--- config.mk ---
export PLATFORM = sky130hd
export DESIGN_NAME = move_multiply_stack_instr_exec
export DESIGN_NICKNAME = d
export VERILOG_FILES = /design/src/common/instr_exec_pkg.sv /design/src/rtl/move_multiply_stack_instr_exec.sv
export VERILOG_INCLUDE_DIRS = /design/src /design/src/common
export SDC_FILE = /design/constraint.sdc
export NUM_CORES = 2
export LEC_CHECK = 0
export BUFFER_PORTS_ARGS = -buffer_cell sky130_fd_sc_hd__buf_2
export CORE_MARGIN = 2
export CORE_UTILIZATION = 30
export CTS_CLUSTER_DIAMETER = 100
export DETAILED_ROUTE_END_ITERATION = 10
export MAX_ROUTING_LAYER = met4
export PLACE_DENSITY = 0.56
export REMOVE_ABC_BUFFERS = 1
export SLEW_MARGIN = 20
export SYNTH_ARGS = -nofsm -noshare
export SYNTH_HDL_FRONTEND = slang
export SYNTH_SLANG_ARGS = --single-unit
--- constraint.sdc ---
create_clock -name clock -period 6.6 [get_ports clock]
set_input_delay 0.66 -clock clock [delete_from_list [all_inputs] [get_ports clock]]
set_output_delay 0.66 -clock clock [all_outputs]
set_load 0.01 [all_outputs]
--- src/common/instr_exec_defines.svh ---
`ifndef INSTR_EXEC_DEFINES_SVH
`define INSTR_EXEC_DEFINES_SVH

// Opcode patterns (upper bits of the instruction word; the whole word for pop and push)
`define OPC_LOAD_BANK     8'h01
`define OPC_LOAD_LIT_W    8'h0E
`define OPC_MULT_LIT      8'h0D
`define OPC_MULT_FILE     7'h01
`define OPC_STORE_W       7'h37
`define OPC_NEGATE        7'h36
`define OPC_COPY_FIRST    4'hC
`define OPC_COPY_SECOND   4'hF
`define OPC_POP           16'h0006
`define OPC_PUSH          16'h0005

// Field positions
`define FLD_ACCESS        8
`define FLD_FILE_MSB      7
`define FLD_ADDR12_MSB    11

// Data space
`define BANK_ACCESS       4'h0
`define ACCESS_SPLIT      8'h80
`define ACCESS_HIGH_BANK  4'hF

// Flag positions in the status byte
`define FLAG_C            0
`define FLAG_DC           1
`define FLAG_Z            2
`define FLAG_OV           3
`define FLAG_N            4

// Reset values and PC step
`define RST_BYTE          8'h00
`define RST_PC            21'h000000
`define PC_STEP           21'h000002

`endif

--- src/common/instr_exec_pkg.sv ---
package instr_exec_pkg;

    // Instruction cycle phase, one-hot
    typedef enum logic [3:0] {
        PH_Q1 = 4'b0001,
        PH_Q2 = 4'b0010,
        PH_Q3 = 4'b0100,
        PH_Q4 = 4'b1000
    } phase_t;

    // Decoded operation
    typedef enum logic [3:0] {
        OP_NONE,
        OP_LOAD_BANK,
        OP_LOAD_LIT_W,
        OP_STORE_W,
        OP_MULT_LIT,
        OP_MULT_FILE,
        OP_NEGATE,
        OP_COPY,
        OP_POP,
        OP_PUSH
    } op_t;

endpackage : instr_exec_pkg

--- src/rtl/move_multiply_stack_instr_exec.sv ---
`timescale 1ns/1ps
`include "instr_exec_defines.svh"
// What this block does
// - Two-word copy moves one byte between any 12-bit addresses, flags untouched.
// - Two-word copy takes two program words and two instruction cycles.
// - Copy reads source in first cycle Q2, writes destination in second cycle Q4.
// - Load-bank-literal writes the literal into the bank select register, flags kept.
// - Load-literal-to-working places the literal in working register, flags kept.
// - Store-working writes working register into the addressed file, flags kept.
// - Single-word file instructions reach all 256 bytes of the selected bank.
// - Access bit zero uses bank 0 below 0x80 and bank 15 from 0x80; one uses the bank select register.
// - Multiply-literal puts unsigned working times literal into product pair.
// - Multiply-file puts unsigned working times file into product pair, operands kept.
// - Both multiplies leave every flag unaltered and take one cycle.
// - Negate replaces file with two's complement, updating N, OV, C, DC, Z.
// - Pop discards the return-stack top; the entry below becomes top.
// - Push places PC plus two on the top and shifts old top deeper.
// - Software writes to the return-stack top bytes are honoured.
module move_multiply_stack_instr_exec (
    input  wire logic        clock,          // 10 MHz core clock
    input  wire logic        resetn,         // Synchronous reset, active low
    input  wire logic        clock_en,       // Freezes all state when low
    input  wire logic        instr_valid,    // Instruction word present at Q1
    input  wire logic [15:0] instr_word,     // Fetched program word
    input  wire logic [20:0] prog_counter,   // Address of current instruction
    input  wire logic [7:0]  mem_rdata,      // Data space read data
    input  wire logic        tos_wr_upper,   // Software write of stack top upper byte
    input  wire logic        tos_wr_high,    // Software write of stack top high byte
    input  wire logic        tos_wr_low,     // Software write of stack top low byte
    input  wire logic [7:0]  tos_wdata,      // Data for stack top byte write
    output logic      [3:0]  phase,          // Current Q phase, one-hot
    output logic             instr_ready,    // High in Q1 when a new word is taken
    output logic      [11:0] mem_addr,       // Data space address
    output logic             mem_rd,         // Read strobe, Q2
    output logic             mem_wr,         // Write strobe, Q4
    output logic      [7:0]  mem_wdata,      // Data space write data
    output logic      [7:0]  working_reg,    // Working register
    output logic      [7:0]  bank_select_reg, // Bank select register
    output logic      [7:0]  product_high_byte, // Product high byte
    output logic      [7:0]  product_low_byte,  // Product low byte
    output logic      [7:0]  status_flags,   // Status byte
    output logic      [20:0] return_stack_top, // Current stack top
    output logic      [20:0] return_stack_next // One level down
);

    localparam int DEPTH = 31;

    instr_exec_pkg::phase_t phase_q, phase_d;
    instr_exec_pkg::op_t    op_q, op_d;
    logic [15:0] word_q, word_d;
    logic        second_q, second_d;      // Copy is in its second cycle
    logic [11:0] addr_q, addr_d;
    logic [7:0]  data_q, data_d;
    logic [7:0]  w_q, w_d, bsr_q, bsr_d, ph_q, ph_d, pl_q, pl_d, st_q, st_d;
    logic [20:0] stk_q [DEPTH];
    logic [20:0] stk_d [DEPTH];
    logic [20:0] pc_q, pc_d;
    logic [15:0] product;
    logic [8:0]  neg_sum;
    logic [7:0]  neg_res;
    logic [11:0] file_addr;

    function automatic instr_exec_pkg::op_t decode(input logic [15:0] w);
        if (w == `OPC_POP)
            return instr_exec_pkg::OP_POP;
        if (w == `OPC_PUSH)
            return instr_exec_pkg::OP_PUSH;
        if (w[15:8] == `OPC_LOAD_BANK)
            return instr_exec_pkg::OP_LOAD_BANK;
        if (w[15:8] == `OPC_LOAD_LIT_W)
            return instr_exec_pkg::OP_LOAD_LIT_W;
        if (w[15:8] == `OPC_MULT_LIT)
            return instr_exec_pkg::OP_MULT_LIT;
        if (w[15:9] == `OPC_MULT_FILE)
            return instr_exec_pkg::OP_MULT_FILE;
        if (w[15:9] == `OPC_STORE_W)
            return instr_exec_pkg::OP_STORE_W;
        if (w[15:9] == `OPC_NEGATE)
            return instr_exec_pkg::OP_NEGATE;
        if (w[15:12] == `OPC_COPY_FIRST)
            return instr_exec_pkg::OP_COPY;
        return instr_exec_pkg::OP_NONE;
    endfunction : decode

    // Bank selection for 8-bit file field
    always_comb
    begin
        if (word_q[`FLD_ACCESS])
            file_addr = {bsr_q[3:0], word_q[`FLD_FILE_MSB:0]};
        else if (word_q[`FLD_FILE_MSB:0] < `ACCESS_SPLIT)
            file_addr = {`BANK_ACCESS, word_q[`FLD_FILE_MSB:0]};
        else
            file_addr = {`ACCESS_HIGH_BANK, word_q[`FLD_FILE_MSB:0]};
    end

    assign product = 16'(w_q * data_q);     // Unsigned 8x8
    assign neg_res = 8'(~data_q + 8'h01);
    assign neg_sum = {1'b0, ~data_q} + 9'h001;

    always_comb
    begin
        phase_d  = phase_q;
        op_d     = op_q;
        word_d   = word_q;
        second_d = second_q;
        addr_d   = addr_q;
        data_d   = data_q;
        w_d      = w_q;
        bsr_d    = bsr_q;
        ph_d     = ph_q;
        pl_d     = pl_q;
        st_d     = st_q;
        pc_d     = pc_q;
        stk_d    = stk_q;
        case (phase_q)
            instr_exec_pkg::PH_Q1:
            begin
                phase_d = instr_exec_pkg::PH_Q2;
                if (second_q)
                begin
                    addr_d = instr_word[`FLD_ADDR12_MSB:0];
                end
                else if (instr_valid)
                begin
                    word_d = instr_word;
                    op_d   = decode(instr_word);
                    pc_d   = prog_counter;
                end
                else
                    op_d = instr_exec_pkg::OP_NONE;
            end
            instr_exec_pkg::PH_Q2:
            begin
                phase_d = instr_exec_pkg::PH_Q3;
                if (op_q == instr_exec_pkg::OP_COPY)
                begin
                    // Second cycle must keep the byte read in the first
                    if (!second_q)
                        data_d = mem_rdata;
                end
                else if (op_q inside {instr_exec_pkg::OP_MULT_FILE, instr_exec_pkg::OP_NEGATE})
                    data_d = mem_rdata;
                else
                    data_d = word_q[7:0];
                if (op_q == instr_exec_pkg::OP_POP)
                begin
                    for (int i = 0; i < DEPTH - 1; i++)
                        stk_d[i] = stk_q[i + 1];
                    stk_d[DEPTH - 1] = `RST_PC;
                end
                if (op_q == instr_exec_pkg::OP_PUSH)
                begin
                    for (int i = 1; i < DEPTH; i++)
                        stk_d[i] = stk_q[i - 1];
                    stk_d[0] = 21'(pc_q + `PC_STEP);
                end
            end
            instr_exec_pkg::PH_Q3:
            begin
                phase_d = instr_exec_pkg::PH_Q4;
            end
            default:
            begin
                phase_d = instr_exec_pkg::PH_Q1;
                case (op_q)
                    instr_exec_pkg::OP_LOAD_BANK:  bsr_d = word_q[7:0];
                    instr_exec_pkg::OP_LOAD_LIT_W: w_d = word_q[7:0];
                    instr_exec_pkg::OP_MULT_LIT,
                    instr_exec_pkg::OP_MULT_FILE:
                    begin
                        ph_d = product[15:8];
                        pl_d = product[7:0];
                    end
                    instr_exec_pkg::OP_NEGATE:
                    begin
                        st_d[`FLAG_N]  = neg_res[7];
                        st_d[`FLAG_Z]  = (neg_res == `RST_BYTE);
                        st_d[`FLAG_C]  = neg_sum[8];
                        st_d[`FLAG_DC] = (({1'b0, ~data_q[3:0]} + 5'h01) > 5'h0F);
                        st_d[`FLAG_OV] = (data_q == 8'h80);
                    end
                    default:
                    begin
                    end
                endcase
                if (op_q == instr_exec_pkg::OP_COPY)
                    second_d = !second_q;
            end
        endcase
        // Software writes land after any push/pop of the same cycle
        if (tos_wr_upper)
            stk_d[0][20:16] = tos_wdata[4:0];
        if (tos_wr_high)
            stk_d[0][15:8] = tos_wdata;
        if (tos_wr_low)
            stk_d[0][7:0] = tos_wdata;
    end

    always_ff @(posedge clock)
    begin
        if (!resetn)
        begin
            phase_q  <= instr_exec_pkg::PH_Q1;
            op_q     <= instr_exec_pkg::OP_NONE;
            word_q   <= 16'h0000;
            second_q <= 1'b0;
            addr_q   <= 12'h000;
            data_q   <= `RST_BYTE;
            w_q      <= `RST_BYTE;
            bsr_q    <= `RST_BYTE;
            ph_q     <= `RST_BYTE;
            pl_q     <= `RST_BYTE;
            st_q     <= `RST_BYTE;
            pc_q     <= `RST_PC;
            for (int i = 0; i < DEPTH; i++)
                stk_q[i] <= `RST_PC;
        end
        else if (clock_en)
        begin
            phase_q  <= phase_d;
            op_q     <= op_d;
            word_q   <= word_d;
            second_q <= second_d;
            addr_q   <= addr_d;
            data_q   <= data_d;
            w_q      <= w_d;
            bsr_q    <= bsr_d;
            ph_q     <= ph_d;
            pl_q     <= pl_d;
            st_q     <= st_d;
            pc_q     <= pc_d;
            stk_q    <= stk_d;
        end
    end

    // Memory strobes, driven by phase and op
    always_comb
    begin
        mem_rd    = 1'b0;
        mem_wr    = 1'b0;
        mem_wdata = w_q;
        mem_addr  = file_addr;
        if (op_q == instr_exec_pkg::OP_COPY)
        begin
            mem_addr  = second_q ? addr_q : word_q[`FLD_ADDR12_MSB:0];
            mem_wdata = data_q;
            mem_rd    = !second_q && phase_q == instr_exec_pkg::PH_Q2;
            mem_wr    = second_q && phase_q == instr_exec_pkg::PH_Q4;
        end
        else if (op_q inside {instr_exec_pkg::OP_MULT_FILE, instr_exec_pkg::OP_NEGATE})
        begin
            mem_rd    = phase_q == instr_exec_pkg::PH_Q2;
            mem_wr    = op_q == instr_exec_pkg::OP_NEGATE && phase_q == instr_exec_pkg::PH_Q4;
            mem_wdata = neg_res;
        end
        else if (op_q == instr_exec_pkg::OP_STORE_W)
            mem_wr = phase_q == instr_exec_pkg::PH_Q4;
    end

    assign phase             = phase_q;
    assign instr_ready       = phase_q == instr_exec_pkg::PH_Q1 && !second_q;
    assign working_reg       = w_q;
    assign bank_select_reg   = bsr_q;
    assign product_high_byte = ph_q;
    assign product_low_byte  = pl_q;
    assign status_flags      = st_q;
    assign return_stack_top  = stk_q[0];
    assign return_stack_next = stk_q[1];

    AST_COPY_WRITE_TIMING: assert property (@(posedge clock) disable iff (!resetn)
        (clock_en && mem_rd && op_q == instr_exec_pkg::OP_COPY) ##1 clock_en[*5] |=> mem_wr)
        else $error("copy write not in second cycle Q4");
    AST_COPY_DATA: assert property (@(posedge clock) disable iff (!resetn)
        (clock_en && mem_rd && op_q == instr_exec_pkg::OP_COPY) ##1 clock_en[*5]
        |=> mem_wdata == $past(mem_rdata, 6))
        else $error("copy data mismatch");
    AST_STORE_WRITE: assert property (@(posedge clock) disable iff (!resetn)
        (phase_q == instr_exec_pkg::PH_Q4 && op_q == instr_exec_pkg::OP_STORE_W)
        |-> mem_wr && mem_wdata == w_q)
        else $error("store write missing");
    AST_MULT_FLAGS: assert property (@(posedge clock) disable iff (!resetn)
        (op_q inside {instr_exec_pkg::OP_MULT_LIT, instr_exec_pkg::OP_MULT_FILE}) |=> $stable(st_q))
        else $error("multiply changed flags");
    AST_MULT_RESULT: assert property (@(posedge clock) disable iff (!resetn)
        (clock_en && phase_q == instr_exec_pkg::PH_Q4 && op_q == instr_exec_pkg::OP_MULT_LIT)
        |=> {ph_q, pl_q} == 16'($past(w_q) * $past(word_q[7:0])))
        else $error("multiply literal result wrong");
    AST_PUSH_VALUE: assert property (@(posedge clock) disable iff (!resetn)
        (clock_en && phase_q == instr_exec_pkg::PH_Q2 && op_q == instr_exec_pkg::OP_PUSH
         && !tos_wr_upper && !tos_wr_high && !tos_wr_low)
        |=> stk_q[0] == 21'($past(pc_q) + `PC_STEP) && stk_q[1] == $past(stk_q[0]))
        else $error("push value wrong");
    AST_POP_SHIFT: assert property (@(posedge clock) disable iff (!resetn)
        (clock_en && phase_q == instr_exec_pkg::PH_Q2 && op_q == instr_exec_pkg::OP_POP
         && !tos_wr_upper && !tos_wr_high && !tos_wr_low) |=> stk_q[0] == $past(stk_q[1]))
        else $error("pop did not shift");
    AST_BANK_LOAD: assert property (@(posedge clock) disable iff (!resetn)
        (clock_en && phase_q == instr_exec_pkg::PH_Q4 && op_q == instr_exec_pkg::OP_LOAD_BANK)
        |=> bsr_q == $past(word_q[7:0]))
        else $error("bank load wrong");
    AST_NEG_WRITE: assert property (@(posedge clock) disable iff (!resetn)
        (mem_wr && op_q == instr_exec_pkg::OP_NEGATE) |-> mem_wdata == 8'(8'h00 - data_q))
        else $error("negate result wrong");

endmodule : move_multiply_stack_instr_exec

---- Word level (Yosys, flattened, before mapping) ----
Cells that the tools add are included.
storage, ports and cells
  ROM bits ................................ 0
  latch bits .............................. 0
  memories ................................ 0
  bits in writable memories ............... 0
  register bits after elaboration ......... 750
operators by class
  $mul .................................... 1
  shifts and indexed selects .............. 0
  reduce and logical (&&, ||, !) cells .... 29
  bitwise operators ....................... 4
  mux-type cells .......................... 125
  equality and inequality tests ........... 24
  $lt $le $gt $ge ......................... 2
  divide/modulo/power cells ............... 0
  add/subtract/negate cells ............... 4
operators with widths
  cell                                                              count
  651-bit two-way mux                                               3
  4-bit two-way mux                                                 32
  1-bit two-way mux                                                 77
  8-bit two-way mux                                                 7
  12-bit two-way mux                                                4
  3-bit AND reduction                                               12
  16-bit by 3-bit == test with 1-bit output, second input constant  2
  21-bit by 2-bit adder with 21-bit output, second input constant   1
  4-bit by 3-bit == test with 1-bit output, second input constant   5
  4-bit == test, second input constant                              4
  8-bit by 4-bit == test with 1-bit output, second input constant   2
  8-bit by 8-bit multiplier with 16-bit output                      1
  7-bit by 6-bit == test with 1-bit output, second input constant   2
  4-bit by 2-bit == test with 1-bit output, second input constant   3
  4-bit one-hot mux with 3 select lines                             1
  2-bit nonzero test                                                5
  8-bit by 1-bit adder with 9-bit output, second input constant     1
  3-bit nonzero test                                                3
  8-bit by 1-bit adder with 8-bit output, second input constant     1
  4-bit by 1-bit == test with 1-bit output, second input constant   2
  8-bit by 1-bit == test with 1-bit output, second input constant   1
  8-bit == test, second input constant                              1
  8-bit zero test                                                   1
  8-bit less-than comparator, second input constant                 1
  other kinds (13)                                                  17

---- Depth between registers and ports, before layout ----
  depth after elaboration ................. 75
  mapped depth ............................ 16

---- Least setup slack after synthesis ----
OpenSTA, ideal clock, no wires.
  path kind ............................... reg2reg
  start point ............................. register data_q[3]
  end point ............................... register ph_q[6] (netlist: product_high_byte[6])
  buffers on the path ..................... 1
  path slack .............................. 1.973 ns
  clock period less this slack ............ 4.627 ns
  stages on the path, launching flop included .. 16
  arrival time ............................ 4.521 ns
  cells stage by stage .................... dfxtp_1 > clkbuf_1 > nand2_1 > fa_1 > fa_1 > inv_1 > fa_1 > inv_1 > fa_1 > inv_1 > ha_1 > and2_1 > a221oi_2 > a2111oi_0 > or3_1 > o311ai_0
on the way
  longest elaborated chain between the ends .. 1
RTL lines
  what                                          RTL line                               RTL
  start, declared                               move_multiply_stack_instr_exec.sv:53   logic [7:0] data_q, data_d;
  start signal, assigned                        move_multiply_stack_instr_exec.sv:208  data_q <= `RST_BYTE;
  start signal, assigned                        move_multiply_stack_instr_exec.sv:225  data_q <= data_d;
  8-bit by 8-bit multiplier with 16-bit output  move_multiply_stack_instr_exec.sv:96   assign product = 16'(w_q * data_q);
  end signal, assigned                          move_multiply_stack_instr_exec.sv:211  ph_q <= `RST_BYTE;
  end signal, assigned                          move_multiply_stack_instr_exec.sv:228  ph_q <= ph_d;
  end, declared                                 move_multiply_stack_instr_exec.sv:54   logic [7:0] w_q, w_d, bsr_q, bsr_d, ph_q, ph_d, pl_q, pl_d, st_q, st_d;
Every way passes these cells.
A chain may end at the register's enable or synchronous reset.

---- Worst setup path in the final report ----
Ends and elaborated chain as after synthesis.

==> flow_summary_export.csv <==
group,metric,value,unit
outcome,status,"complete, no violations",
worst_setup_path,rr_endpoint,"product_high_byte[6]",
min_path,hold_path_class,"input port to flip-flop",
power_and_ir_drop,power_density,246,mW/mm2
detailed_routing,dr.pass1.iters,5,
detailed_routing,vias_per_cell,5.16,
layout,largest_register_ff_count,609,
worst_setup_path,worst_setup_path_end_kind,"flip-flop",
yosys,yosysWarnings,0,
sta,rsz0062_at_grt,"no",
worst_setup_path,path_max_fanout,17,
power_and_ir_drop,ir_drop,187,uV
detailed_routing,final_antenna_net_count,0,
detailed_routing,first_iter_violations,2654,
clocking,worstSkewPairLatency,0.66,ns
grt,grt_antenna_before_repair,4,
layout,nets,4500,
yosys,synth-async-reset-ratio,0,%
sta,setup_tns,0,ns
clocking,cts_sinks,750,
floorplan,io_pins,169,
yosys,syn_area,0.0358,mm2
min_path,min_to,"pc_q[20]",
clocking,clk_pin_slew,0.06,ns
worst_setup_path,cp-start-kind,"flip-flop",
floorplan,start_util,30.3,%
grt,grt-ovfl-total,0,
power_and_ir_drop,p_leak,11.6,nW
sta,finalSetupViolations,0,
sta,tightest_slew,1.20,ns
clocking,cts-root-buf,"clkbuf_16",
placed_design,hpwl,56300,um
yosys,postSynthAreaPerCell,7.91,um2
clocking,cts.repair.resized,0,
sta,finalCriticalPeriod,5.00,ns
floorplan,die_area,0.122,mm2
yosys,yosysMostFrequentCell,"nand2_1",
clocking,cts_buffers,84,
grt,track_usage,14.9,%
placed_design,post-place-cells,5815,
worst_setup_path,cp.arrival,5.54,ns
yosys,synth_edf_count,0,
detailed_routing,remaining_drc_errors,0,
yosys,netlist.area_leader.share,42.0,%
clocking,cts_setup_buffers,0,
detailed_routing,drt_wl_total,91700,um
layout,regMostFlops,"stk_q",
clocking,clockBufferDepth,3,
yosys,ys_types,69,
yosys,ys_top_cells_by_area,"dfxtp_1, nand2_1, a311oi_1",
yosys,synth_top_area_cell,"dfxtp_1",
yosys,synth_top_flop_cell,"dfxtp_1",
worst_setup_path,r2r_slack,1.60,ns
worst_setup_path,critPathKind,"flip-flop to flip-flop",
yosys,synth_seq_area_share,42.0,%
sta,slew_viol_final,0,
sta,finalHoldViolations,0,
detailed_routing,wl_per_cell,15.4,um
placed_design,port_buffers,165,
floorplan,core,0.118,mm2
worst_setup_path,r2r-start,"data_q[3]",
yosys,synthCells,4521,
sta,relSlewSlack,19.9,%
power_and_ir_drop,finalPower,9.78,mW
worst_setup_path,crit_required,7.14,ns
layout,drive_gt1_share,9.99,%
sta,finClkSkew,0.0209,ns
clocking,ctsHoldBuffers,0,
detailed_routing,vias,30800,
layout,stdcell_count,5968,
floorplan,die_x,349,um
grt,grt_pass1_vias,27900,
sta,clock.fmax,200,MHz
clocking,cts_tree,"yes",
placed_design,place_congestion,0.845,
yosys,ys_ff_latch,750,
sta,period_share,75.8,%
min_path,min_delay_path_depth,3,
clocking,h-tree-depth,3,
floorplan,num_rows,126,
grt,grt_max_degree,242,
layout,syn_to_final_growth,11.0,%
worst_setup_path,r2r.worst_path.cells,14,
min_path,hold_start,"prog_counter[20]",
floorplan,die_h,349,um
job,maxCapViolCount,0,
yosys,ys_top_cells_by_count,"nand2_1, dfxtp_1, nor2_1, a311oi_1, clkbuf_1",
grt,grt_first_pass_wirelength,149000,um
final cells by class:
cell class / count / area, um2
multi-input combinational: 3263 / 18300
tap: 1536 / 1920
fill: 12500 / 78500
antenna: 7 / 17.5
timing repair buffer: 208 / 1300
clock buffer: 125 / 2560
sequential: 750 / 15000
clock inverter: 21 / 364
inverter: 58 / 225
critical path, stage by stage (launching register included):
cell	delay [ns]
dfxtp_1	0.70
nand2_1	0.15
fa_1	0.50
fa_1	0.56
inv_1	0.06
fa_1	0.53
inv_1	0.05
fa_1	0.53
inv_1	0.04
ha_1	0.33
and2_1	0.18
a221oi_2	0.37
a2111oi_0	0.21
or3_1	0.38
o311ai_0	0.30
cells by family (layout without fill, tap and decap cells):
group                      count (synthesis)  in the layout  synth area share, %
and+or+nand+nor                         2263           2263                 25.2
DFF                                      750            750                 42.0
adders and majority gates                 75             75                 3.38
AOI/OAI and AO/OA                        845            845                 20.4
buffers and inverters                    510            412                 6.99
muxes                                     58             58                 1.66
xor gates and xnor gates                  19             19                0.465
other                                      1             10               0.0105
cells in the final DEF, fill, tap and decap left out, drive strengths merged, types with 17 or more instances in the layout:
master / n
nand2: 1371
dfxtp: 750
nor2: 696
a311oi: 610
buf: 208
clkbuf: 125
a21oi: 114
inv: 62
and2: 58
mux2i: 48
nand3: 44
ha: 39
fa: 36
o21ai: 27
a211oi: 26
nor3: 17
layer usage:
metal | up-vias | global-route usage [%] | share of wire [%]
met2 | 609 | 21.3 | 42
met1 | 14700 | 20.9 | 49
met3 | 107 | 3.34 | 7.0
li1 | 15400 | - | -
met4 | 0 | 4.11 | 2.0
met5 | - | - | 0
metrics by stage:
stage          worst slack, ns  cell area, um2  utilization (%)  hold slack (ns)
2_1_floorplan           -41.04           33500                -            0.432
3_3_place_gp              1.61           36800             31.1            0.437
3_5_place_dp              1.57           36800             31.1            0.442
4_1_cts                   1.60           39700             33.6            0.216
5_1_grt                   1.30           39700             33.6            0.254
6_report                  1.60           39700             33.6            0.260
report_power, final:
group / switching, mW / total, mW / internal (mW)
Sequential: 0.0354 / 4.58 / 4.55
Clock: 1.92 / 4.95 / 3.03
Combinational: 0.181 / 0.248 / 0.0672
how the worst max path moves through the flow:
stage / startpoint / end / slack, ns / cells past startpoint
5_1_grt: data_q[3] / product_high_byte[6] / 1.30 / 14
3_5_place_dp: data_q[3] / product_high_byte[6] / 1.57 / 14
2_1_floorplan: op_q[0] / return_stack_top[19] / -41.04 / 3
6_report: data_q[3] / product_high_byte[6] / 1.60 / 14
3_3_place_gp: data_q[3] / product_high_byte[6] / 1.61 / 14
4_1_cts: data_q[3] / product_high_byte[6] / 1.60 / 14
Note: power is estimated with default switching activity, not from simulation.
